===== config.mk =====
export PLATFORM = sky130hd
export DESIGN_NAME = comm_manager_control_regs
export DESIGN_NICKNAME = d
export VERILOG_FILES = /design/src/design/comm_ctrl_pkg.sv /design/src/design/comm_manager_control_regs.sv
export VERILOG_INCLUDE_DIRS = /design/src /design/src/design
export SDC_FILE = /design/constraint.sdc
export NUM_CORES = 1
export LEC_CHECK = 0
export BUFFER_PORTS_ARGS = -buffer_cell sky130_fd_sc_hd__buf_2
export CAP_MARGIN = 20
export CORE_MARGIN = 2
export CORE_UTILIZATION = 51
export DETAILED_ROUTE_END_ITERATION = 10
export PLACE_DENSITY = 0.84
export SLEW_MARGIN = 20
export SYNTH_ARGS = -nofsm -noshare
export SYNTH_HDL_FRONTEND = slang
export SYNTH_SLANG_ARGS = --single-unit

===== constraint.sdc =====
create_clock -name mclk_i -period 1.7 [get_ports mclk_i]
set_input_delay 0.17 -clock mclk_i [delete_from_list [all_inputs] [get_ports mclk_i]]
set_output_delay 0.17 -clock mclk_i [all_outputs]
set_load 0.1 [all_outputs]

===== src/design/comm_ctrl_regs.svh =====
// Register indexes, field positions and reset values of the control bank
// Assumes byte address equals four times the register index on the APB side
`ifndef COMM_CTRL_REGS_SVH
`define COMM_CTRL_REGS_SVH

// Register indexes
`define IDX_ACCESS_CTL 6'h30
`define IDX_SPARE_BYTE 6'h31
`define IDX_GEN_STATUS 6'h32
`define IDX_DMA_DBG_FIFO 6'h36
`define IDX_DMA_DBG_ENGINE 6'h37
`define IDX_DMA_ADDR0 6'h38
`define IDX_DMA_ADDR1 6'h39
`define IDX_DMA_ADDR2 6'h3A

// Address split of the APB byte address
`define ADDR_IDX_MSB 7
`define ADDR_IDX_LSB 2

// Field values
`define DEPTH_CODE_4 2'h0
`define DEPTH_CODE_8 2'h1
`define REQ_FIFO_DEPTH_CODE `DEPTH_CODE_4
`define TRIGGER_MODE_MANUAL 2'h3
`define LENGTH_LOW_NO_KICK 2'h2

// Reset values
`define RST_BYTE 8'h00
`define RST_TRIGGER_MODE 2'h0
`define RST_SPARE_BITS 6'h00
`define RST_PM_STATUS 8'hE4
`define RST_BIT 1'h0
`define RST_ADDR 24'h000000

// Other widths and values
`define ZERO_WORD 32'h00000000
`define ZERO_BITS2 2'h0
`define ZERO_BITS7 7'h00

`endif


===== src/design/comm_ctrl_pkg.sv =====
// Types shared by the control register bank
// Assumes the power manager presents its status as one byte-shaped group
package comm_ctrl_pkg;

	typedef enum logic [1:0] {
		POWER_ACTIVE = 2'h0,
		POWER_DEEP_SLEEP = 2'h1,
		POWER_SHUT_DOWN = 2'h2,
		POWER_CLOCK_OFF = 2'h3
	} power_state_e;

	// Laid out exactly as the general status register
	typedef struct packed {
		logic [3:0] power_on_initial_condition;
		logic processor_reload_request;
		logic processor_subsystem_reset_held;
		power_state_e processor_power_state;
	} pm_status_s;

	typedef struct packed {
		logic dma_engine_reset_bit;
		logic dma_queue_flush;
		logic [23:0] start_address;
	} dma_ctrl_s;

endpackage


===== src/design/comm_manager_control_regs.sv =====
// Control and status byte registers of the communication manager
// Assumes an APB master on mclk_i; power manager status arrives from
// another clock domain; address-byte and length-byte write strobes come
// from neighbouring logic on mclk_i.
//
// Our own choice: register access over APB.
`timescale 1ns/1ps
`include "comm_ctrl_regs.svh"

module comm_manager_control_regs (
	// Clock and reset
	input wire logic mclk_i,
	input wire logic resetn_i,
	// APB slave
	input wire logic psel_i,
	input wire logic penable_i,
	input wire logic pwrite_i,
	input wire logic [7:0] paddr_i,
	input wire logic [31:0] pwdata_i,
	input wire logic [3:0] pstrb_i,
	output logic [31:0] prdata_o,
	output logic pready_o,
	output logic pslverr_o,
	// Power manager status, asynchronous to mclk_i
	input wire comm_ctrl_pkg::pm_status_s pm_status_i,
	// Neighbouring register strobes
	input wire logic target_address_second_byte_wr_i,
	input wire logic transfer_length_high_byte_wr_i,
	input wire logic [1:0] transfer_length_low_byte_lsbs_i,
	// Control towards the bus reader and DMA engine
	output logic [1:0] bus_read_trigger_mode_o,
	output logic mem_read_start_o,
	output logic dma_kickoff_o,
	output comm_ctrl_pkg::dma_ctrl_s dma_ctrl_o
);

	// Register state
	logic [1:0] bus_read_trigger_mode_q;
	logic [5:0] general_purpose_bits_q;
	logic [7:0] spare_byte_q;
	logic dma_queue_flush_q;
	logic dma_engine_reset_bit_q;
	logic [7:0] dma_addr0_q;
	logic [7:0] dma_addr1_q;
	logic [7:0] dma_addr2_q;
	comm_ctrl_pkg::pm_status_s pm_status_q;

	// Bus state
	logic pready_q;
	logic pslverr_q;
	logic [31:0] prdata_q;
	logic [31:0] prdata_d;
	logic mapped_d;
	logic [5:0] reg_idx;
	logic access_phase;
	logic wr_commit;
	logic [7:0] wbyte;

	// Outputs towards the engine
	logic mem_read_start_q;
	logic dma_kickoff_q;
	comm_ctrl_pkg::dma_ctrl_s dma_ctrl_q;

	// Synchroniser stages for the power manager status
	logic [7:0] pm_sync1_q;
	logic [7:0] pm_sync2_q;
	logic [7:0] pm_sync3_q;

	assign reg_idx = paddr_i[`ADDR_IDX_MSB:`ADDR_IDX_LSB];
	assign access_phase = psel_i & penable_i;
	assign wbyte = pwdata_i[7:0];

	// Write takes effect only at the edge where the master sees pready
	assign wr_commit = access_phase & pready_q & pwrite_i & pstrb_i[0] &
		mapped_d;

	// Address decode and read mux
	always_comb begin
		mapped_d = 1'b1;
		prdata_d = `ZERO_WORD;
		if (paddr_i[1:0] != `ZERO_BITS2) begin
			mapped_d = 1'b0;
		end else begin
			case (reg_idx)
				`IDX_ACCESS_CTL: begin
					prdata_d[7:0] = {general_purpose_bits_q,
						bus_read_trigger_mode_q};
				end
				`IDX_SPARE_BYTE: begin
					prdata_d[7:0] = spare_byte_q;
				end
				`IDX_GEN_STATUS: begin
					prdata_d[7:0] = pm_status_q;
				end
				`IDX_DMA_DBG_FIFO: begin
					prdata_d[7:0] = {`ZERO_BITS7, dma_queue_flush_q};
				end
				`IDX_DMA_DBG_ENGINE: begin
					prdata_d[7:0] = {`ZERO_BITS7, dma_engine_reset_bit_q};
				end
				`IDX_DMA_ADDR0: begin
					prdata_d[7:0] = dma_addr0_q;
				end
				`IDX_DMA_ADDR1: begin
					prdata_d[7:0] = dma_addr1_q;
				end
				`IDX_DMA_ADDR2: begin
					prdata_d[7:0] = dma_addr2_q;
				end
				default: begin
					mapped_d = 1'b0;
				end
			endcase
		end
	end

	// The access control register shows the fixed depth code on top
	// of the spare bits; software sees the code, writes never touch it
	logic [31:0] prdata_final;
	always_comb begin
		prdata_final = prdata_d;
		if (mapped_d && reg_idx == `IDX_ACCESS_CTL) begin
			prdata_final[7:6] = `REQ_FIFO_DEPTH_CODE;
		end
	end

	// One wait state: pready rises in the second access-phase cycle
	always_ff @(posedge mclk_i) begin
		if (!resetn_i) begin
			pready_q <= 1'b0;
		end else begin
			pready_q <= access_phase & ~pready_q;
		end
	end

	// Read data captured in the first access cycle, shown with pready
	always_ff @(posedge mclk_i) begin
		if (!resetn_i) begin
			prdata_q <= `ZERO_WORD;
		end else if (access_phase & ~pready_q & ~pwrite_i) begin
			prdata_q <= prdata_final;
		end else begin
			prdata_q <= `ZERO_WORD;
		end
	end

	// Error for unmapped or unaligned addresses, shown with pready
	always_ff @(posedge mclk_i) begin
		if (!resetn_i) begin
			pslverr_q <= 1'b0;
		end else if (access_phase & ~pready_q) begin
			pslverr_q <= ~mapped_d;
		end else begin
			pslverr_q <= 1'b0;
		end
	end

	// Trigger mode of the access control register
	always_ff @(posedge mclk_i) begin
		if (!resetn_i) begin
			bus_read_trigger_mode_q <= `RST_TRIGGER_MODE;
		end else if (wr_commit && reg_idx == `IDX_ACCESS_CTL) begin
			bus_read_trigger_mode_q <= wbyte[1:0];
		end
	end

	// Spare bits of the access control register; depth code is fixed
	always_ff @(posedge mclk_i) begin
		if (!resetn_i) begin
			general_purpose_bits_q <= `RST_SPARE_BITS;
		end else if (wr_commit && reg_idx == `IDX_ACCESS_CTL) begin
			general_purpose_bits_q <= wbyte[7:2];
		end
	end

	// Spare byte
	always_ff @(posedge mclk_i) begin
		if (!resetn_i) begin
			spare_byte_q <= `RST_BYTE;
		end else if (wr_commit && reg_idx == `IDX_SPARE_BYTE) begin
			spare_byte_q <= wbyte;
		end
	end

	// Queue flush bit; upper bits are reserved and not stored
	always_ff @(posedge mclk_i) begin
		if (!resetn_i) begin
			dma_queue_flush_q <= `RST_BIT;
		end else if (wr_commit && reg_idx == `IDX_DMA_DBG_FIFO) begin
			dma_queue_flush_q <= wbyte[0];
		end
	end

	// Engine reset bit; a level held until software writes zero
	always_ff @(posedge mclk_i) begin
		if (!resetn_i) begin
			dma_engine_reset_bit_q <= `RST_BIT;
		end else if (wr_commit && reg_idx == `IDX_DMA_DBG_ENGINE) begin
			dma_engine_reset_bit_q <= wbyte[0];
		end
	end

	// DMA start address, low byte
	always_ff @(posedge mclk_i) begin
		if (!resetn_i) begin
			dma_addr0_q <= `RST_BYTE;
		end else if (wr_commit && reg_idx == `IDX_DMA_ADDR0) begin
			dma_addr0_q <= wbyte;
		end
	end

	// DMA start address, middle byte
	always_ff @(posedge mclk_i) begin
		if (!resetn_i) begin
			dma_addr1_q <= `RST_BYTE;
		end else if (wr_commit && reg_idx == `IDX_DMA_ADDR1) begin
			dma_addr1_q <= wbyte;
		end
	end

	// DMA start address, high byte
	always_ff @(posedge mclk_i) begin
		if (!resetn_i) begin
			dma_addr2_q <= `RST_BYTE;
		end else if (wr_commit && reg_idx == `IDX_DMA_ADDR2) begin
			dma_addr2_q <= wbyte;
		end
	end

	// First synchroniser stage; may go metastable, only stage two reads it
	always_ff @(posedge mclk_i) begin
		if (!resetn_i) begin
			pm_sync1_q <= `RST_PM_STATUS;
		end else begin
			pm_sync1_q <= pm_status_i;
		end
	end

	// Second synchroniser stage
	always_ff @(posedge mclk_i) begin
		if (!resetn_i) begin
			pm_sync2_q <= `RST_PM_STATUS;
		end else begin
			pm_sync2_q <= pm_sync1_q;
		end
	end

	// Third synchroniser stage
	always_ff @(posedge mclk_i) begin
		if (!resetn_i) begin
			pm_sync3_q <= `RST_PM_STATUS;
		end else begin
			pm_sync3_q <= pm_sync2_q;
		end
	end

	// Each status bit takes a new value only once stages two and three
	// agree, so a bit caught mid-change is not shown
	comm_ctrl_pkg::pm_status_s pm_status_d;
	always_comb begin
		pm_status_d = pm_status_q;
		for (int i = 0; i < $bits(pm_status_d); i++) begin
			if (pm_sync2_q[i] == pm_sync3_q[i]) begin
				pm_status_d[i] = pm_sync3_q[i];
			end
		end
	end

	// Status mirror; reload request resets clear for a cold start
	always_ff @(posedge mclk_i) begin
		if (!resetn_i) begin
			pm_status_q <= `RST_PM_STATUS;
		end else begin
			pm_status_q <= pm_status_d;
		end
	end

	// Automatic memory read unless the trigger mode selects manual
	logic mem_read_start_d;
	always_comb begin
		mem_read_start_d = target_address_second_byte_wr_i &
			(bus_read_trigger_mode_q != `TRIGGER_MODE_MANUAL);
	end

	always_ff @(posedge mclk_i) begin
		if (!resetn_i) begin
			mem_read_start_q <= 1'b0;
		end else begin
			mem_read_start_q <= mem_read_start_d;
		end
	end

	// Kick off on high length write unless low bits select no-kick;
	// held off while the engine is in reset
	logic dma_kickoff_d;
	always_comb begin
		dma_kickoff_d = transfer_length_high_byte_wr_i &
			(transfer_length_low_byte_lsbs_i != `LENGTH_LOW_NO_KICK) &
			~dma_engine_reset_bit_q;
	end

	always_ff @(posedge mclk_i) begin
		if (!resetn_i) begin
			dma_kickoff_q <= 1'b0;
		end else begin
			dma_kickoff_q <= dma_kickoff_d;
		end
	end

	// Engine reset towards the DMA engine
	always_ff @(posedge mclk_i) begin
		if (!resetn_i) begin
			dma_ctrl_q.dma_engine_reset_bit <= `RST_BIT;
		end else begin
			dma_ctrl_q.dma_engine_reset_bit <= dma_engine_reset_bit_q;
		end
	end

	// Queue flush towards the DMA FIFO
	always_ff @(posedge mclk_i) begin
		if (!resetn_i) begin
			dma_ctrl_q.dma_queue_flush <= `RST_BIT;
		end else begin
			dma_ctrl_q.dma_queue_flush <= dma_queue_flush_q;
		end
	end

	// Word-aligned start address; the two low bits never reach the engine
	logic [23:0] start_address_d;
	always_comb begin
		start_address_d = {dma_addr2_q, dma_addr1_q,
			dma_addr0_q[7:2], `ZERO_BITS2};
	end

	always_ff @(posedge mclk_i) begin
		if (!resetn_i) begin
			dma_ctrl_q.start_address <= `RST_ADDR;
		end else begin
			dma_ctrl_q.start_address <= start_address_d;
		end
	end

	assign prdata_o = prdata_q;
	assign pready_o = pready_q;
	assign pslverr_o = pslverr_q;
	assign bus_read_trigger_mode_o = bus_read_trigger_mode_q;
	assign mem_read_start_o = mem_read_start_q;
	assign dma_kickoff_o = dma_kickoff_q;
	assign dma_ctrl_o = dma_ctrl_q;

endmodule // comm_manager_control_regs


==> results by group, run 1 <==
Timing
  – Final setup fails: 0
  – Worst hold margin: 18.7 ps
  – Final hold violations: 0
  – Final Max Slew Viols: 0
  – Worst Max-Slew Pin Slew: 588 ps
  – Slew headroom: 0.606
  – Final min period: 1450 ps
  – Unrepaired setup endpoints after global routing: no
  – Fin crit share: 0.852
  – Worst clock skew: 9.24 ps
  – Setup tns final: 0 ps
  – Post-route setup slack: 252 ps
  – Max frequency: 691 MHz

Setup path
  – Setup crit start kind: flop
  – CP top delay family: simple AND/OR/NAND/NOR gates
  – Worst Path Arrival: 1740 ps
  – Critical path class: flop to flop
  – Crit path max fanout: 9
  – WP buf/inv: 0
  – Crit-path slowest cell: and3_1
  – Worst EP required: 1990 ps
  – Critical path capture point type: flop
  – CP max stage delay: 430 ps
  – CP cell instances: o2111a_2 > and3_1 > mux2i_1

Logic synthesis
  – #FFs+latches synth: 108
  – Largest area contributor in the netlist: dfxtp_1
  – Synth warn: 0
  – XOR/XNOR share of the synthesized area: 0
  – Synthesized cell area: 0.00407 mm^2
  – Synth top area share: 0.531
  – Cells after Synth: 406
  – Seq/Total Area, Yosys: 0.531
  – Compound-Gate Fraction of Synth Area: 0.121
  – Netlist cell types: 38
  – Syn Area/Cell: 10.0 um^2
  – Mux cell area share after synthesis: 0.104
  – Largest family of logic cells by synthesized area: simple AND/OR/NAND/NOR gates
  – Main area contributors after synthesis: dfxtp_1 (53%), mux2i_1 (10%), buf_4 (4.8%)
  – Adder-cell share of the synthesized area: 0
  – Synth Area in Simple Gates: 0.146

Drt
  – # DRC: 0
  – Via density: 5.14
  – Number of DRC markers in iteration 0: 177
  – WL final: 8490 um
  – First-pass DRT Iterations: 5
  – Mean routed wirelength per cell: 14.3 um
  – Routed vias: 3046
  – DRT antenna net count: 0

Clocking
  – CTS Buf Count: 9
  – Clk sink count: 108
  – Post-CTS Resized: 0
  – Skew-Pair Late Insertion Delay: 370 ps
  – Max Buffers Root-to-Sink: 2
  – Worst-path clk slew: 90 ps
  – CTS root buffer: clkbuf_8
  – CTS tree: yes
  – # H-tree levels: 3

Finish
  – Fill cells: 626
  – NumNets Final: 547
  – Register Area: 0.00216 mm^2
  – Share of layout cells above drive strength 1: 0.220
  – Final Util: 0.613
  – Design area: 0.00474 mm^2
  – Ant. Diodes: 0
  – Multi-input logic area: 0.00161 mm^2
  – Area delta synth->final: 16.4%

Run
  – Max-Cap Viols: 0

Hold path
  – HP Class: primary input to flop

Pwr
  – Maximum vdd drop: 0.000435 V
  – PD cells: 962 mW/mm^2
  – LEAKAGE: 0.00207 uW

Die
  – # IOs: 125
  – Rows: 32
  – Starting Density: 0.527
  – Die width: 93.3 um
  – Core ar.: 0.00773 mm^2
  – Die Y-Extent: 93.3 um
  – Die area: 0.00871 mm^2

Placement
  – IO Port Bufs: 71
  – Detail Placement HPWL: 5940 um
  – Placed cell areas: 0.00449 mm^2
  – Pre-CTS WS: -63.2 ps
  – GPL Wtd Cong: 0.878

GRT
  – First-pass GRT wire length: 13500 um
  – Total track usage: 0.200
  – Initial antenna violation count: 0
  – Largest net degree at the start of global routing: 78
  – Grt ovf: 0
  – Vias in the first global route: 2868

Outcome
  – Status: finished clean
==> cell usage in the layout, fill, tap and decap left out, types with 2 or more instances in the layout <==
| cell | instances |
|---|---|
| nor3_1 | 2 |
| buf_4 | 14 |
| a211oi_1 | 2 |
| inv_1 | 15 |
| a21oi_1 | 14 |
| nand2b_1 | 12 |
| dfxtp_1 | 107 |
| buf_12 | 4 |
| a22oi_1 | 8 |
| buf_2 | 71 |
| nor2_1 | 10 |
| nor2b_1 | 3 |
| mux2i_1 | 41 |
| conb_1 | 26 |
| clkbuf_8 | 9 |
| clkbuf_1 | 3 |
| o41ai_1 | 2 |
| o31ai_1 | 2 |
| nand4_1 | 7 |
| a22o_1 | 2 |
| dlygate4sd3_1 | 6 |
| clkinvlp_4 | 2 |
| and3_1 | 4 |
| o21ai_0 | 28 |
| nand2_1 | 43 |
| and2_1 | 24 |
| o2bb2ai_1 | 14 |
==> worst min-delay path: cells and delay by family <==
kind / cells / cell delay [ps]
AND/OR/NAND/NOR: 2 / 80
buffers and inverters: 1 / 100
==> stage by stage <==
stage                     std cells  power (uW)
after detailed placement        571        3120
after floorplan                 431        3060
after global placement          571        3110
after CTS                       593        4600
final                           593        4560
after global routing            593        4730
==> repair_timing <==
action	4_1_cts	5_1_grt
hold buffers	6	0
setup buffers	0	0
endpoints found under the hold margin	6	0
==> path summary, 6_finish.rpt <==
path	start	end	slack, ps	cells past startpoint
min	transfer_length_high_byte_wr_i	dma_kickoff_o$_SDFF_PN0_	20	3
min reg2reg	pm_sync1_q[5]$_SDFF_PN1_	pm_sync2_q[5]$_SDFF_PN1_	410	1
max	pready_o$_SDFF_PN0_	general_purpose_bits_q[0]$_SDFFE_PN0P_	250	3
max reg2reg	pready_o$_SDFF_PN0_	general_purpose_bits_q[0]$_SDFFE_PN0P_	250	3
==> sequential cells by signal (all words and copies together), names as in the netlist <==
register / count
general_purpose_bits_q: 4
dma_engine_reset_bit_q: 1
mem_read_start_o: 1
pready_o: 1
spare_byte_q: 8
dma_addr0_q: 8
dma_addr2_q: 8
dma_addr1_q: 8
pm_sync3_q: 8
dma_kickoff_o: 1
pm_status_q: 8
bus_read_trigger_mode_o: 2
pm_sync2_q: 8
pm_sync1_q: 8
prdata_o: 8
pslverr_o: 1
dma_queue_flush_q: 1
dma_ctrl_o: 24
==> cell type report <==
class,count,area share
timing repair buffer,95,0.127
multi-input combinational,257,0.339
sequential,108,0.457
tap,102,0.0269
clock buffer,12,0.0285
clock inverter,4,0.0106
inverter,15,0.0119
==> cells in the mapped netlist (all sizes together) <==
| cell type | instances |
|---|---|
| and2 | 24 |
| inv | 15 |
| mux2 | 1 |
| mux2i | 41 |
| buf | 38 |
| and3b | 1 |
| nand3 | 1 |
| and4b | 1 |
| or3 | 1 |
| and4bb | 1 |
| nand2 | 43 |
| o2111a | 1 |
| dfxtp | 108 |
| o31ai | 2 |
| a22oi | 8 |
| nor2b | 3 |
| o21ai | 30 |
| and3 | 4 |
| a22o | 2 |
| nand4b | 1 |
| o41ai | 2 |
| clkbuf | 13 |
| nand4bb | 1 |
| and4 | 1 |
| nor2 | 10 |
| nor3 | 2 |
| o2bb2ai | 14 |
| nand2b | 12 |
| conb | 1 |
| a211oi | 2 |
| nand4 | 7 |
| a21oi | 15 |
==> report_power, final <==
| group | internal (uW) | switching, uW | leakage, uW | total [uW] |
|---|---|---|---|---|
| sequential | 2560 | 10.4 | 0.000875 | 2570 |
| combinational | 98.2 | 407 | 0.00111 | 506 |
| clock | 681 | 804 | 0.0000866 | 1490 |
==> logic make-up (layout without fill, tap and decap cells) <==
group / after synthesis / in the layout
compound gates: 76 / 76
buf+inv: 66 / 126
simple gates: 113 / 113
flops: 108 / 108
other cells: 1 / 26
mux: 42 / 42
==> routing by layer <==
metal | global-route usage | vias up | part of all wire
met4 | 0.0797 | 0 | 0.022
met2 | 0.330 | 122 | 0.49
li1 | - | 1486 | -
met5 | 0 | - | 0
met1 | 0.249 | 1421 | 0.42
met3 | 0.0508 | 17 | 0.066
Power figures use the tool's default switching activity.
==> inputs of run 2 (changes only) <==
Settings changed: PLACE_DENSITY 0.84 to 0.79.
==> run 2 against run 1 <==
First-iteration DRC count up 9.0%. Die area unchanged. Cell area increased by 0.24%. Clock skew up 2.7 ps. Combinational power about the same. Sequential cell count stayed put. Global-route usage decreased by 1.3 points. Count of clock-buffer cells in the layout down 2.
==> results by group, run 2 (synthesis gave the netlist of run 1 again) <==
Outcome
  – Status: finished clean

Pwr
  – Maximum vdd drop: 0.000408 V
  – PD cells: 983 mW/mm^2
  – LEAKAGE: 0.00208 uW

Timing
  – Max frequency: 654 MHz
  – Worst Max-Slew Pin Slew: 589 ps
  – Worst clock skew: 11.9 ps
  – Slew headroom: 0.605
  – Unrepaired setup endpoints after global routing: no
  – Post-route setup slack: 171 ps
  – Final min period: 1530 ps
  – Final setup fails: 0
  – Worst hold margin: 65.4 ps
  – Fin crit share: 0.900
  – Final Max Slew Viols: 0
  – Final hold violations: 0

Finish
  – Area delta synth->final: 16.7%
  – Register Area: 0.00216 mm^2
  – Fill cells: 632
  – NumNets Final: 549
  – Share of layout cells above drive strength 1: 0.221
  – Ant. Diodes: 0
  – Commonest non-fill, non-tap cell in the layout: dfxtp_1
  – Final Util: 0.615
  – Multi-input logic area: 0.00161 mm^2
  – Design area: 0.00475 mm^2
  – Largest register FFs: 24
  – Commonest non-fill, non-tap cells in the layout: dfxtp_1 (107), buf_2 (71), nand2_1 (43)

Setup path
  – Critical path class: flop to flop
  – Crit path max fanout: 9
  – Setup crit start kind: flop
  – CP top delay family: simple AND/OR/NAND/NOR gates
  – CP cell instances: o2111a_2 > and3_1 > mux2i_1
  – Worst Path Arrival: 1820 ps
  – Crit-path slowest cell: and3_1
  – WP buf/inv: 0
  – Flop-to-flop setup slack: 170 ps
  – CP max stage delay: 510 ps
  – Critical path capture point type: flop
  – Worst EP required: 1990 ps

Die
  – Core ar.: 0.00773 mm^2
  – Die area: 0.00871 mm^2
  – Die Y-Extent: 93.3 um
  – Rows: 32
  – # IOs: 125
  – Die width: 93.3 um
  – Starting Density: 0.527

Run
  – Max-Cap Viols: 0

Drt
  – First-pass DRT Iterations: 5
  – # DRC: 0
  – Routed vias: 3047
  – Mean routed wirelength per cell: 13.7 um
  – WL final: 8160 um
  – Number of DRC markers in iteration 0: 193
  – Via density: 5.12
  – DRT antenna net count: 0

Clocking
  – CTS tree: yes
  – Post-CTS Resized: 0
  – CTS Buf Count: 9
  – Max Buffers Root-to-Sink: 2
  – Worst-path clk slew: 110 ps
  – Clk sink count: 108
  – # H-tree levels: 3
  – Skew-Pair Late Insertion Delay: 370 ps
  – CTS root buffer: clkbuf_8

GRT
  – Initial antenna violation count: 0
  – Most utilized layer in the global route result: met2
  – First-pass GRT wire length: 12500 um
  – Met1 usage: 0.239
  – Vias in the first global route: 2679
  – Met2 global-route usage: 0.297
  – Met3 GRT Util: 0.0492
  – Grt ovf: 0
  – Largest net degree at the start of global routing: 49
  – Total track usage: 0.187

Placement
  – Detail Placement HPWL: 5650 um
  – Placed cell areas: 0.00444 mm^2
  – IO Port Bufs: 71
  – Pre-CTS WS: -65.0 ps
  – GPL Wtd Cong: 0.836

Hold path
  – HP Class: primary input to flop
-- run 2: final cells by class --
| type | count | share of cell area |
|---|---|---|
| multi-input cells | 257 | 0.338 |
| clock buffers | 10 | 0.0290 |
| flip-flops and latches | 108 | 0.455 |
| inverters | 15 | 0.0119 |
| well taps | 102 | 0.0269 |
| clock inverters | 6 | 0.0150 |
| repair buffers | 97 | 0.124 |
-- run 2: report_power, final --
part           internal [uW]  leakage [uW]  switching, uW
clock                    734     0.0000995            867
sequential              2560      0.000875           9.97
combinational           98.7       0.00111            405
total                   3390       0.00208           1280
-- run 2: path summary, 6_finish.rpt --
check | cells past startpoint | endpoint | startpoint
worst max-delay path | 3 | spare_byte_q[6]$_SDFFE_PN0P_ | pready_o$_SDFF_PN0_
worst min-delay path | 3 | dma_addr0_q[0]$_SDFFE_PN0P_ | pwdata_i[0]
worst max register to register | 3 | spare_byte_q[6]$_SDFFE_PN0P_ | pready_o$_SDFF_PN0_
worst min register to register | 1 | pm_sync2_q[6]$_SDFF_PN1_ | pm_sync1_q[6]$_SDFF_PN1_
-- run 2: tightest hold or removal path, delay by kind of cell --
| kind | cells | cell delay [ps] |
|---|---|---|
| simple gates | 1 | 60 |
| buf+inv | 1 | 110 |
| compound gates | 1 | 60 |
-- run 2: layer usage --
metal | vias up | routed length [um]
li1 | 1490 | -
met2 | 132 | 3780
met1 | 1408 | 3570
met5 | - | 0
met4 | 0 | 173
met3 | 17 | 638
-- run 2: timing repair --
item,CTS,global route
setup buffers,0,0
hold buffers,10,0
endpoints found under the hold margin,10,0
setup endpoints to repair,0,0
-- run 2: through the flow --
| step | setup TNS, ps | cells | power [uW] |
|---|---|---|---|
| 2_1_floorplan | 0 | 431 | 3060 |
| 3_3_place_gp | 0 | 569 | 3100 |
| 3_5_place_dp | -220 | 569 | 3110 |
| 4_1_cts | 0 | 595 | 4700 |
| 5_1_grt | 0 | 595 | 4840 |
| 6_report | 0 | 595 | 4670 |
==> inputs of run 3 (changes only) <==
Settings changed: GPL_TIMING_DRIVEN from default to 0.
==> run 3 against run 2 <==
Core utilization is 1.8 points higher. Via count is 4.3% higher. Total power is 1.3% higher. Largest power group unchanged. Critical endpoint is now dma_addr2_q[3]$_SDFFE_PN0P_.
==> results by group, run 3 (synthesis gave the netlist of run 1 again) <==
Timing
  – Post-route setup slack: 231 ps
  – Final setup fails: 0
  – Worst clock skew: 12.3 ps
  – Max frequency: 681 MHz
  – Final hold violations: 0
  – Unrepaired setup endpoints after global routing: no
  – Slew headroom: 0.551
  – Setup tns final: 0 ps
  – Final min period: 1470 ps
  – Final Max Slew Viols: 0
  – Fin crit share: 0.864
  – Worst Max-Slew Pin Slew: 669 ps

GRT
  – Largest net degree at the start of global routing: 17
  – Vias in the first global route: 2933
  – Grt ovf: 0
  – Initial antenna violation count: 0
  – Total track usage: 0.206
  – First-pass GRT wire length: 14000 um

Setup path
  – Setup crit start kind: primary input
  – Crit-path slowest cell: clkbuf_1
  – CP max stage delay: 450 ps
  – Most Frequent Cell on Critical Path: clkbuf_1
  – Critical path class: primary input to flop
  – Worst EP required: 2000 ps
  – Critical path capture point type: flop
  – Worst Path Arrival: 1770 ps
  – Crit path max fanout: 10
  – CP top delay family: buffers and inverters
  – WP buf/inv: 3
  – CP cell instances: clkbuf_1 > clkbuf_1 > clkbuf_1 > nand2_1 > mux2i_1

Finish
  – Largest register FFs: 24
  – Commonest non-fill, non-tap cells in the layout: dfxtp_1 (107), buf_2 (74), nand2_1 (43)
  – Share of layout cells above drive strength 1: 0.244
  – Fill cells: 664
  – Area delta synth->final: 20.2%
  – NumNets Final: 576
  – Commonest non-fill, non-tap cell in the layout: dfxtp_1
  – Ant. Diodes: 0

Drt
  – WL final: 8930 um
  – DRT antenna net count: 0
  – Routed vias: 3178
  – Number of DRC markers in iteration 0: 167
  – Via density: 5.11
  – # DRC: 0
  – First-pass DRT Iterations: 4
  – Mean routed wirelength per cell: 14.4 um

Placement
  – Pre-CTS WS: -82.3 ps
  – IO Port Bufs: 69
  – Detail Placement HPWL: 6430 um
  – GPL Wtd Cong: 0.861

Hold path
  – HP Class: primary input to flop

Clocking
  – CTS root buffer: clkbuf_8
  – Clk sink count: 108
  – Max Buffers Root-to-Sink: 2
  – Postcts setup bufs: 0
  – Worst-path clk slew: 100 ps
  – # H-tree levels: 3
  – Cts hold-fix bufs: 4
  – Skew-Pair Late Insertion Delay: 370 ps
  – CTS Buf Count: 9
  – Post-CTS Resized: 0
  – CTS tree: yes

Pwr
  – PD cells: 968 mW/mm^2
  – LEAKAGE: 0.00219 uW
  – Maximum vdd drop: 0.000466 V

Die
  – Starting Density: 0.527
  – Die Y-Extent: 93.3 um
  – Core ar.: 0.00773 mm^2
  – Rows: 32
  – Die area: 0.00871 mm^2
  – Die width: 93.3 um
  – # IOs: 125

Outcome
  – Status: finished clean

Run
  – Max-Cap Viols: 0
run 3: stage by stage:
| step | hold WS (ps) | instance area [um^2] | cells | util | power [uW] |
|---|---|---|---|---|---|
| floorplan | 271 | 4170 | 431 | - | 3060 |
| global route | 22.7 | 4890 | 622 | 0.633 | 4860 |
| finish | 6.08 | 4890 | 622 | 0.633 | 4730 |
| detailed placement | 353 | 4640 | 602 | 0.600 | 3160 |
| CTS | 3.50 | 4890 | 622 | 0.633 | 4740 |
| global placement | 350 | 4640 | 602 | 0.600 | 3150 |
run 3: final cells by class:
cell class                 instances  area, um^2  area share
clock buffer                      13         169      0.0345
buffer                            51         340      0.0696
tap                              102         128      0.0261
inverter                          15        56.3      0.0115
timing repair buffer              73         385      0.0788
sequential                       108        2160       0.442
clock inverter                     3        43.8     0.00895
multi-input combinational        257        1610       0.328
run 3: path summary, 6_finish.rpt:
| check | start | endpoint | slack [ps] | depth (start not counted) |
|---|---|---|---|---|
| max | resetn_i | dma_addr2_q[3]$_SDFFE_PN0P_ | 230 | 5 |
| min | target_address_second_byte_wr_i | mem_read_start_o$_SDFF_PN0_ | 6 | 3 |
| max reg2reg | pready_o$_SDFF_PN0_ | spare_byte_q[4]$_SDFFE_PN0P_ | 360 | 4 |
| min reg2reg | pm_sync1_q[6]$_SDFF_PN1_ | pm_sync2_q[6]$_SDFF_PN1_ | 410 | 1 |
run 3: per-layer routing:
metal | track usage | share of wire | up-vias
met5 | 0 | 0 | -
met4 | 0.0858 | 0.026 | 0
met3 | 0.0379 | 0.076 | 25
met2 | 0.349 | 0.48 | 145
met1 | 0.258 | 0.42 | 1457
li1 | - | - | 1551
run 3: worst min-delay path, delay by kind of cell:
family                 cells  cell delay, ps
AOI/OAI and AO/OA          1              30
buffers and inverters      1              90
and+or+nand+nor            1              40
run 3: power by group:
group          switching [uW]  internal [uW]  total (uW)
Combinational             422            124         546
Clock                     817            803        1620
Sequential               10.2           2560        2570
Total                    1250           3480        4730
